**config.mk**
```make
export PLATFORM = sky130hd
export DESIGN_NAME = mrbr_top
export DESIGN_NICKNAME = d
export VERILOG_FILES = /design/src/hw/mrbr_pkg.sv /design/src/hw/mrbr_top.sv
export SDC_FILE = /design/constraint.sdc
export NUM_CORES = 1
export LEC_CHECK = 0
export BUFFER_PORTS_ARGS = -buffer_cell sky130_fd_sc_hd__buf_4
export CORE_UTILIZATION = 45
export DETAILED_ROUTE_END_ITERATION = 16
export SLEW_MARGIN = 0
export SYNTH_ARGS = -nofsm -noshare
export SYNTH_HDL_FRONTEND = slang
export SYNTH_SLANG_ARGS = --single-unit
```
**constraint.sdc**
```tcl
create_clock -name pclk -period 3.45 [get_ports pclk]
set_clock_uncertainty 0.2 [all_clocks]
set_input_delay 0.69 -clock pclk [delete_from_list [all_inputs] [get_ports pclk]]
set_output_delay 0.69 -clock pclk [all_outputs]
set_load 0.02 [all_outputs]
```
**src/hw/mrbr_pkg.sv**
```systemverilog
// constants for the matrix rotate and bit reverse block
// How it works
// - sixteen write-only input words and sixteen read-only output words share addresses
// - rotate mode: output word j bit i is input word i bit j
// - rotate mode: input word i bit 0 lands at output word 0 bit i
// - rotate disabled: output word j equals stored input word j
// - reverse off: written word stored with bit positions unchanged
// - reverse on: written bit k stored at bit 15 minus k
package mrbr_pkg;
    localparam int WORD_W = 16;
    localparam int NUM_WORDS = 16;
    localparam int ADDR_W = 12;
    localparam logic [ADDR_W-1:0] MATRIX_BASE = 12'h000;
    localparam logic [ADDR_W-1:0] MATRIX_LAST = 12'h03C;
    localparam logic [ADDR_W-1:0] CTRL_OFFSET = 12'h040;
    localparam int ROT_DIS_BIT = 0;
    localparam int WR_REV_BIT = 1;
    localparam logic [1:0] CTRL_RESET = 2'h0;
    localparam logic [WORD_W-1:0] WORD_RESET = 16'h0000;
endpackage

```
**src/hw/mrbr_top.sv**
```systemverilog
// apb slave holding the 16x16 bit matrix with rotate and reverse
//
// The address map and the APB register port were decided locally.
`timescale 1ns/10ps
module mrbr_top #(
    parameter int WORD_W = mrbr_pkg::WORD_W,
    parameter int NUM_WORDS = mrbr_pkg::NUM_WORDS
) (
    input wire logic pclk,
    input wire logic presetn,
    input wire logic clk_en,
    input wire logic psel,
    input wire logic penable,
    input wire logic pwrite,
    input wire logic [mrbr_pkg::ADDR_W-1:0] paddr,
    input wire logic [31:0] pwdata,
    input wire logic [3:0] pstrb,
    output logic [31:0] prdata,
    output logic pready,
    output logic pslverr
);
    logic [WORD_W-1:0] matrix_input_word [NUM_WORDS];
    logic [WORD_W-1:0] next_matrix_input_word [NUM_WORDS];
    logic [1:0] transform_control;
    logic [1:0] next_transform_control;
    logic [31:0] next_prdata;
    logic [WORD_W-1:0] read_view;
    logic access;
    logic setup;
    logic in_matrix;
    logic in_ctrl;
    logic [3:0] word_idx;

    function automatic logic [WORD_W-1:0] mrbr_reverse(input logic [WORD_W-1:0] w);
        logic [WORD_W-1:0] r;
        r = '0;
        for (int k = 0; k < WORD_W; k++) begin
            r[WORD_W-1-k] = w[k];
        end
        return r;
    endfunction

    assign pready = 1'b1;
    assign access = psel && penable && clk_en;
    // setup cycle: read data is prepared here so it stands from a flop in access
    assign setup = psel && !penable && clk_en;
    assign in_matrix = (paddr[1:0] == 2'h0) && (paddr <= mrbr_pkg::MATRIX_LAST);
    assign in_ctrl = (paddr == mrbr_pkg::CTRL_OFFSET);
    assign word_idx = paddr[5:2];

    always_comb begin
        next_transform_control = transform_control;
        for (int i = 0; i < NUM_WORDS; i++) begin
            next_matrix_input_word[i] = matrix_input_word[i];
        end
        if (access && pwrite && in_ctrl && pstrb[0]) begin
            next_transform_control = pwdata[1:0];
        end
        if (access && pwrite && in_matrix) begin
            if (transform_control[mrbr_pkg::WR_REV_BIT]) begin
                next_matrix_input_word[word_idx] = mrbr_reverse(pwdata[WORD_W-1:0]);
            end else begin
                next_matrix_input_word[word_idx] = pwdata[WORD_W-1:0];
            end
        end
    end

    // view of the addressed word: stored word when rotate is disabled, else bit word_idx of every stored word
    always_comb begin
        read_view = '0;
        for (int i = 0; i < NUM_WORDS; i++) begin
            if (transform_control[mrbr_pkg::ROT_DIS_BIT]) begin
                read_view[i] = matrix_input_word[word_idx][i];
            end else begin
                read_view[i] = matrix_input_word[i][word_idx];
            end
        end
    end

    // loaded at the setup edge, cleared at the access edge
    always_comb begin
        next_prdata = 32'h0000_0000;
        if (setup && !pwrite) begin
            if (in_matrix) begin
                next_prdata[WORD_W-1:0] = read_view;
            end else if (in_ctrl) begin
                next_prdata[1:0] = transform_control;
            end
        end
    end

    // no write or state change happens between setup and access edges,
    // so the word prepared in setup still matches the stored matrix
    always_ff @(posedge pclk or negedge presetn) begin
        if (!presetn) begin
            prdata <= '0;
        end else if (clk_en) begin
            prdata <= next_prdata;
        end
    end

    always_ff @(posedge pclk or negedge presetn) begin
        if (!presetn) begin
            transform_control <= mrbr_pkg::CTRL_RESET;
            for (int i = 0; i < NUM_WORDS; i++) begin
                matrix_input_word[i] <= mrbr_pkg::WORD_RESET;
            end
        end else if (clk_en) begin
            transform_control <= next_transform_control;
            for (int i = 0; i < NUM_WORDS; i++) begin
                matrix_input_word[i] <= next_matrix_input_word[i];
            end
        end
    end

    // unmapped access flagged in the access cycle itself
    assign pslverr = access && !in_matrix && !in_ctrl;

    chk_rotate_read: assert property (@(posedge pclk) disable iff (!presetn)
        (access && !pwrite && in_matrix && !transform_control[0])
        |-> prdata[0] == matrix_input_word[0][word_idx])
        else $error("rotated read bit 0 wrong");
    chk_plain_read: assert property (@(posedge pclk) disable iff (!presetn)
        (access && !pwrite && in_matrix && transform_control[0])
        |-> prdata[15:0] == matrix_input_word[word_idx])
        else $error("unrotated read wrong");
    chk_word0_corner: assert property (@(posedge pclk) disable iff (!presetn)
        (access && !pwrite && in_matrix && !transform_control[0] && word_idx == 4'h0)
        |-> prdata[15] == matrix_input_word[15][0])
        else $error("word 0 bit 15 wrong");
    chk_plain_write: assert property (@(posedge pclk) disable iff (!presetn)
        (access && pwrite && in_matrix && !transform_control[1])
        |=> matrix_input_word[$past(word_idx)] == $past(pwdata[15:0]))
        else $error("plain write not stored");
    chk_reverse_write: assert property (@(posedge pclk) disable iff (!presetn)
        (access && pwrite && in_matrix && transform_control[1])
        |=> matrix_input_word[$past(word_idx)][15] == $past(pwdata[0]))
        else $error("reversed write bit wrong");
    chk_freeze_state: assert property (@(posedge pclk) disable iff (!presetn)
        !clk_en |=> $stable(transform_control))
        else $error("control changed while frozen");
    chk_read_upper: assert property (@(posedge pclk) disable iff (!presetn)
        (access && !pwrite && in_matrix) |-> prdata[31:16] == 16'h0000)
        else $error("upper read bits not zero");
    chk_bad_addr: assert property (@(posedge pclk) disable iff (!presetn)
        (access && !in_matrix && !in_ctrl) |-> pslverr)
        else $error("unmapped access not flagged");
    chk_full_reverse: assert property (@(posedge pclk) disable iff (!presetn)
        (access && pwrite && in_matrix && transform_control[1])
        |=> matrix_input_word[$past(word_idx)] == mrbr_reverse($past(pwdata[15:0])))
        else $error("reversed write word wrong");
    chk_ctrl_write: assert property (@(posedge pclk) disable iff (!presetn)
        (access && pwrite && in_ctrl && pstrb[0])
        |=> transform_control == $past(pwdata[1:0]))
        else $error("control write not stored");
    chk_words_frozen: assert property (@(posedge pclk) disable iff (!presetn)
        !clk_en |=> $stable(matrix_input_word[0]) && $stable(matrix_input_word[15]))
        else $error("words changed while frozen");
    chk_ready_high: assert property (@(posedge pclk) disable iff (!presetn)
        psel |-> pready)
        else $error("ready not high");
    chk_idle_quiet: assert property (@(posedge pclk) disable iff (!presetn)
        (clk_en && $past(clk_en) && !(psel && penable)) |-> prdata == 32'h0000_0000)
        else $error("read data outside access");
    chk_ctrl_read: assert property (@(posedge pclk) disable iff (!presetn)
        (access && !pwrite && in_ctrl) |-> prdata[1:0] == transform_control)
        else $error("control read wrong");
    cov_rot_read: cover property (@(posedge pclk) access && !pwrite && in_matrix && !transform_control[0]);
    cov_plain_read: cover property (@(posedge pclk) access && !pwrite && in_matrix && transform_control[0]);
    cov_rev_write: cover property (@(posedge pclk) access && pwrite && in_matrix && transform_control[1]);
    cov_ctrl_write: cover property (@(posedge pclk) access && pwrite && in_ctrl);
    cov_frozen_req: cover property (@(posedge pclk) psel && penable && !clk_en);
endmodule // mrbr_top

```
**After elaboration in Yosys (flattened, before gate mapping)**

Cells that the tools add are included.

- Flip-flop bits (word level): 274
- Input bits: 54
- Output and inout bits: 34

- Magnitude comparators: 4
- Mux-type cells: 60
- Bitwise operators: 1
- Eq/ne operators: 1
- Reductions and logical operators: 20

Operators by type and width:

| operator | count |
|---|---|
| bitwise mux 256 bit | 2 |
| two-way mux 256 bit | 1 |
| binary-select mux 1 bit (select 4 bit) | 16 |
| binary-select mux 16 bit (select 4 bit) | 1 |
| demux 16 bit (select 4 bit) | 1 |
| two-way mux 16 bit | 4 |
| two-way mux 1 bit | 32 |
| two-way mux 14 bit | 1 |
| logical AND 1 bit | 13 |
| == test 12 x 7 -> 1 bit (second input constant) | 1 |
| less-or-equal comparator 12 x 6 -> 1 bit (second input constant) | 1 |
| greater-or-equal comparator 5 bit (second input constant) | 1 |
| less-than comparator 4 x 5 -> 1 bit (second input constant) | 1 |
| less-than comparator 5 x 1 -> 1 bit (second input constant) | 1 |
| inverter 4 -> 5 bit | 1 |
| zero test 1 bit | 4 |
| two-way mux 2 bit | 2 |
| AND reduction 2 bit | 2 |
| zero test 2 bit | 1 |

**Longest topological paths before layout**

- Word-level depth: 7
- Depth in mapped cells: 10
- Gate-level depth less buffers: 6

**Worst setup path after synthesis**

Ideal clock, no wire load.

- Kind: in2out
- From: input port paddr[2] (netlist name)
- To: output port pslverr
- Arrival time: 1700 ps
- Cell stages on the path: 6
- Path slack: 860 ps
- Cell sequence: buf_2 -> buf_2 -> nor2_1 -> nand2_1 -> nand2_1 -> a21oi_1

- Cells in the longest elaborated chain, start to end: 5
- Elaborated cells on any way between the ends: 7
- Classes of those cells: 1 x order compare; 1 x eq/ne; 5 x reduce/logical

Ends and longest elaborated chain:

| item | line | text |
|---|---|---|
| from (decl) | mrbr_top.sv:15 | `input wire logic [mrbr_pkg::ADDR_W-1:0] paddr,` |
| less-or-equal comparator 12 x 6 -> 1 bit | mrbr_top.sv:47 | `assign in_matrix = (paddr[1:0] == 2'h0) && (paddr <= mrbr_pkg::MATRIX_LAST);` |
| logical AND 1 bit | mrbr_top.sv:47 |  |
| zero test 1 bit | mrbr_top.sv:117 | `assign pslverr = access && !in_matrix && !in_ctrl;` |
| logical AND 1 bit | mrbr_top.sv:117 |  |
| logical AND 1 bit (*) | mrbr_top.sv:117 |  |
| to (decl) | mrbr_top.sv:20 | `output logic pslverr` |

Every way passes the cells marked *; elsewhere a longest branch is shown, timed or not.

**Worst setup path after layout**

- From: register transform_control[0]
- To: register prdata[14]

- Cells in the longest elaborated chain, start to end: 3

Ends and longest elaborated chain:

| item | line | text |
|---|---|---|
| from (decl) | mrbr_top.sv:24 | `logic [1:0] transform_control;` |
| from (signal assigned) | mrbr_top.sv:104 | `transform_control <= mrbr_pkg::CTRL_RESET;` |
| from (signal assigned) | mrbr_top.sv:109 | `transform_control <= next_transform_control;` |
| two-way mux 1 bit | mrbr_top.sv:72 | `if (transform_control[mrbr_pkg::ROT_DIS_BIT]) begin` |
| two-way mux 14 bit | mrbr_top.sv:84 | `if (in_matrix) begin` |
| two-way mux 16 bit | mrbr_top.sv:83 | `if (setup && !pwrite) begin` |
| to (signal assigned) | mrbr_top.sv:98 | `prdata <= next_prdata;` |
| to (decl) | mrbr_top.sv:18 | `output logic [31:0] prdata,` |

Every way passes these cells.
A chain may end at the register's enable or synchronous reset.

==> tab_implementation.tex <==
\begin{tabular}{lr}
\hline
Metric & Value \\
\hline
\multicolumn{2}{l}{\textbf{Status}} \\
Status & finished clean \\
\multicolumn{2}{l}{\textbf{Yosys}} \\
Synth Register Bits & 274 \\
Post-Synthesis Cell Area & 14300 um2 \\
Post-synth top flop & dfrtp\_1 \\
Number of library cell types mapped by synthesis & 53 \\
Largest cells by area after synthesis & dfrtp\_1 (48\%), mux2i\_1 (13\%), o21ai\_0 (7.2\%) \\
Sequential element share of the synthesized area & 47.93\% \\
Yosys top cell area share & $\sim$48\% \\
Mean instance size in the synthesized netlist & 9.411 um2 \\
Synthesized instance count & 1520 \\
Count of flip-flops with a built-in enable after synthesis & 0 \\
Synthesis warning total & 0 \\
Cell accounting for the most synthesized area & dfrtp\_1 \\
Synth async-reset ratio & 100.0\% \\
\multicolumn{2}{l}{\textbf{STA}} \\
Relative max-transition margin & a little over a fifth \\
Final-report setup violation count & 0 \\
Setup TNS & 0 ns \\
Final critical-path required period & 2.899 ns \\
Unrepaired setup endpoints after global routing & false \\
Total count of hold-check failures in the final report & 0 \\
Post-layout worst setup margin & 0.5510 ns \\
Period utilization & 84.03\% \\
Maximum operating frequency & 0.3449 GHz \\
Transition time at the pin with the least slew margin & approximately 1.2 ns \\
Final max-slew violation count & 0 \\
\multicolumn{2}{l}{\textbf{Cells and area}} \\
Proportion of layout cells with a drive suffix above 1 & 14.39\% \\
Area Overhead vs Synth & 15.21\% \\
Ant. Diodes & 0 \\
Net count reported at finish & 1608 \\
FILL cells & 2832 \\
\multicolumn{2}{l}{\textbf{Critical path}} \\
Required time at the worst-slack endpoint & approximately 3.7 ns \\
R2R setup slack & 0.55 ns \\
End of the worst register-to-register path & prdata[14] \\
Logic depth of the worst register-to-register path & 4 \\
Critical Path Source & transform\_control[0] \\
Kind of start point of the critical path & flop \\
Maximum net fanout on the critical path & 14 \\
Crit path DAT & 3.15 ns \\
Worst reg2reg path startpoint & transform\_control[0] \\
Timing endpoint of the critical path & prdata[14] \\
CP Capture Type & flop \\
Critical Setup Path Class & flop to flop \\
\multicolumn{2}{l}{\textbf{Global routing}} \\
Number of global-route vias before repair & approximately 11000 \\
Overall fraction of global-route tracks in use & $\sim$28\% \\
Maximum number of pins on one net before global-route repair & 81 \\
Aggregate global routing overflow & 0 \\
First-pass GRT wire length & 68900 um \\
Antenna violations before repair & 0 \\
\multicolumn{2}{l}{\textbf{Detailed routing}} \\
1st-iter DRT viols & 1069 \\
Drt pass-1 iters & 7 \\
Via density per instance & 5.972 \\
Met1 Routed Length & 19550 um \\
Met3 wire len & 3277 um \\
Vias post-DR & 11790 \\
Met2 layer wire length in the routed design & 20220 um \\
Uppermost layer routed & met4 \\
Final wirelength & 44460 um \\
Antenna-violating nets left & 0 \\
DRC violations left & 0 \\
Routed wire per std cell & 22.52 um \\
\multicolumn{2}{l}{\textbf{Clock tree}} \\
Post-CTS setup repair buffer count & 0 \\
Clock-pin slew reported for the worst setup and hold paths after clock tree synthesis & around 0.060 ns \\
Buffer depth of the longest clock path & 3 \\
Number of buffers inserted during clock tree synthesis & 34 \\
Resized Gates After CTS & 0 \\
Clock tree from TritonCTS & yes \\
H-tree lvl count & 2 \\
Clk\_lat worst skew & $\sim$0.53 ns \\
Clk sinks & 274 \\
CTS Root Buffer Type & clkbuf\_16 \\
Hold buffers post-CTS & 1 \\
\multicolumn{2}{l}{\textbf{Place}} \\
Post-placement worst setup slack & 0.3595 ns \\
Count of buffers inserted at the top-level ports & 51 \\
Final weighted congestion in routability-driven placement & 0.9325 \\
DP Wirelength & 30190 um \\
\multicolumn{2}{l}{\textbf{Floorplan}} \\
Height of the chip & 180.3 um \\
Die area & 32510 um2 \\
Top Ports & 88 \\
Placement Rows & 64 \\
Core box area & 30910 um2 \\
Initial Util & 46.28\% \\
Floorplan die width & 180.3 um \\
\multicolumn{2}{l}{\textbf{Hold path}} \\
Tightest Hold Check Type & input pin to flop \\
Worst hold path cell count & 2 \\
\multicolumn{2}{l}{\textbf{Power}} \\
Maximum ir drop on the vdd rail & approximately 0.3 mV \\
Total power divided by cell area & approximately 450 nW/um2 \\
Total leakage power & approximately 7.4 nW \\
\multicolumn{2}{l}{\textbf{Flow run}} \\
Reported max-cap violation count & 0 \\
\hline
\end{tabular}
==> layout make-up <==
class	instances	area, um2	share of cell area, %
Tap cell	396	495.5	3.006
Clock buffer	51	1015	6.157
Multi-Input combinational cell	1104	6805	41.29
Sequential cell	274	6857	41.60
Inverter	4	15.01	0.09110
Clock inverter	9	117.6	0.7136
Timing Repair Buffer	136	1176	7.136
==> cells in the mapped netlist, types with 5 or more instances <==
cell and n:
a21oi_1 133, buf_2 51, mux4_2 15, nand2_1 200, buf_4 22, dfrtp_1 274, nand2b_1 9, nand4_1 17
mux2i_1 181, clkbuf_1 74, a22o_1 14, buf_1 6, o22ai_1 94, o21ai_0 207, nor2b_1 28, nand3_1 12
a211oi_1 11, nor2_1 106, mux2_2 5
==> flip-flops by register name, summed over array words and instances (netlist names) <==
name and flops:
transform_control 2, prdata 16, matrix_input_word 256
==> layout by cell type, fill, tap and decap left out, drive strengths merged, types with 3 or more instances in the layout <==
master	instances
o31ai	3
nand2	200
nor3	5
a32oi	3
conb	17
a311oi	4
buf	135
o21ai	207
a22o	14
nor2	109
dfrtp	274
clkinv	6
and2	3
a211oi	11
clkbuf	51
nand4	17
mux4	15
o22ai	94
nand2b	9
nand3	12
a21oi	133
mux2	5
nor3b	3
mux2i	181
a2111oi	3
nor2b	28
inv	5
a31oi	4
==> layer usage <==
layer | GRT usage [%] | up-vias
met2 | 43.24 | 474
met1 | 39.94 | 5738
met3 | 4.163 | 86
li1 | - | 5491
met5 | 0 | -
met4 | 8.718 | 0
==> worst min path at each step <==
stage                                 startpoint                endpoint  slack, ns
after detailed placement  matrix_input_word[165]  matrix_input_word[165]       0.27
final                                  pwdata[1]    transform_control[1]       0.24
after global placement     matrix_input_word[37]   matrix_input_word[37]       0.26
after CTS                              pwdata[1]    transform_control[1]       0.23
after floorplan                          presetn    matrix_input_word[0]       0.19
after global routing                   pwdata[0]    transform_control[0]       0.23
==> per-stage QoR <==
step	utilization (%)	power (mW)	hold slack, ns	cell area, um2	instances
4_1_cts	53.32	7.392	0.2301	16480	1974
2_1_floorplan	-	3.554	0.1944	14360	1535
3_3_place_gp	49.62	3.807	0.2588	15340	1913
5_1_grt	53.32	7.567	0.2322	16480	1974
6_report	53.32	7.353	0.2362	16480	1974
3_5_place_dp	49.62	3.811	0.2669	15340	1913
==> critical path: stages (launching register included) <==
cell and delay, ns:
dfrtp_1 0.65, nor2_1 1.01, o21ai_0 0.44, nand4_1 0.35, a22o_1 0.16
==> report_power, final <==
part	internal [mW]	total, mW	switching, mW
clock network	2.19	3.60	1.41
registers	3.22	3.22	0.00222
logic	0.167	0.538	0.370
total	5.57	7.35	1.78
==> logic make-up (layout without fill, tap and decap cells) <==
family                 count (synthesis)  after routing  share of synthesized area [%]
AO/OA/AOI/OAI                        490            490                          19.23
buffers and inverters                157            200                          5.143
flip-flops                           274            274                          47.93
multiplexers                         201            201                          15.42
other                                  2             17                        0.05250
AND/OR/NAND/NOR                      396            396                          12.22
No activity file was read; power rests on OpenSTA's default activity.
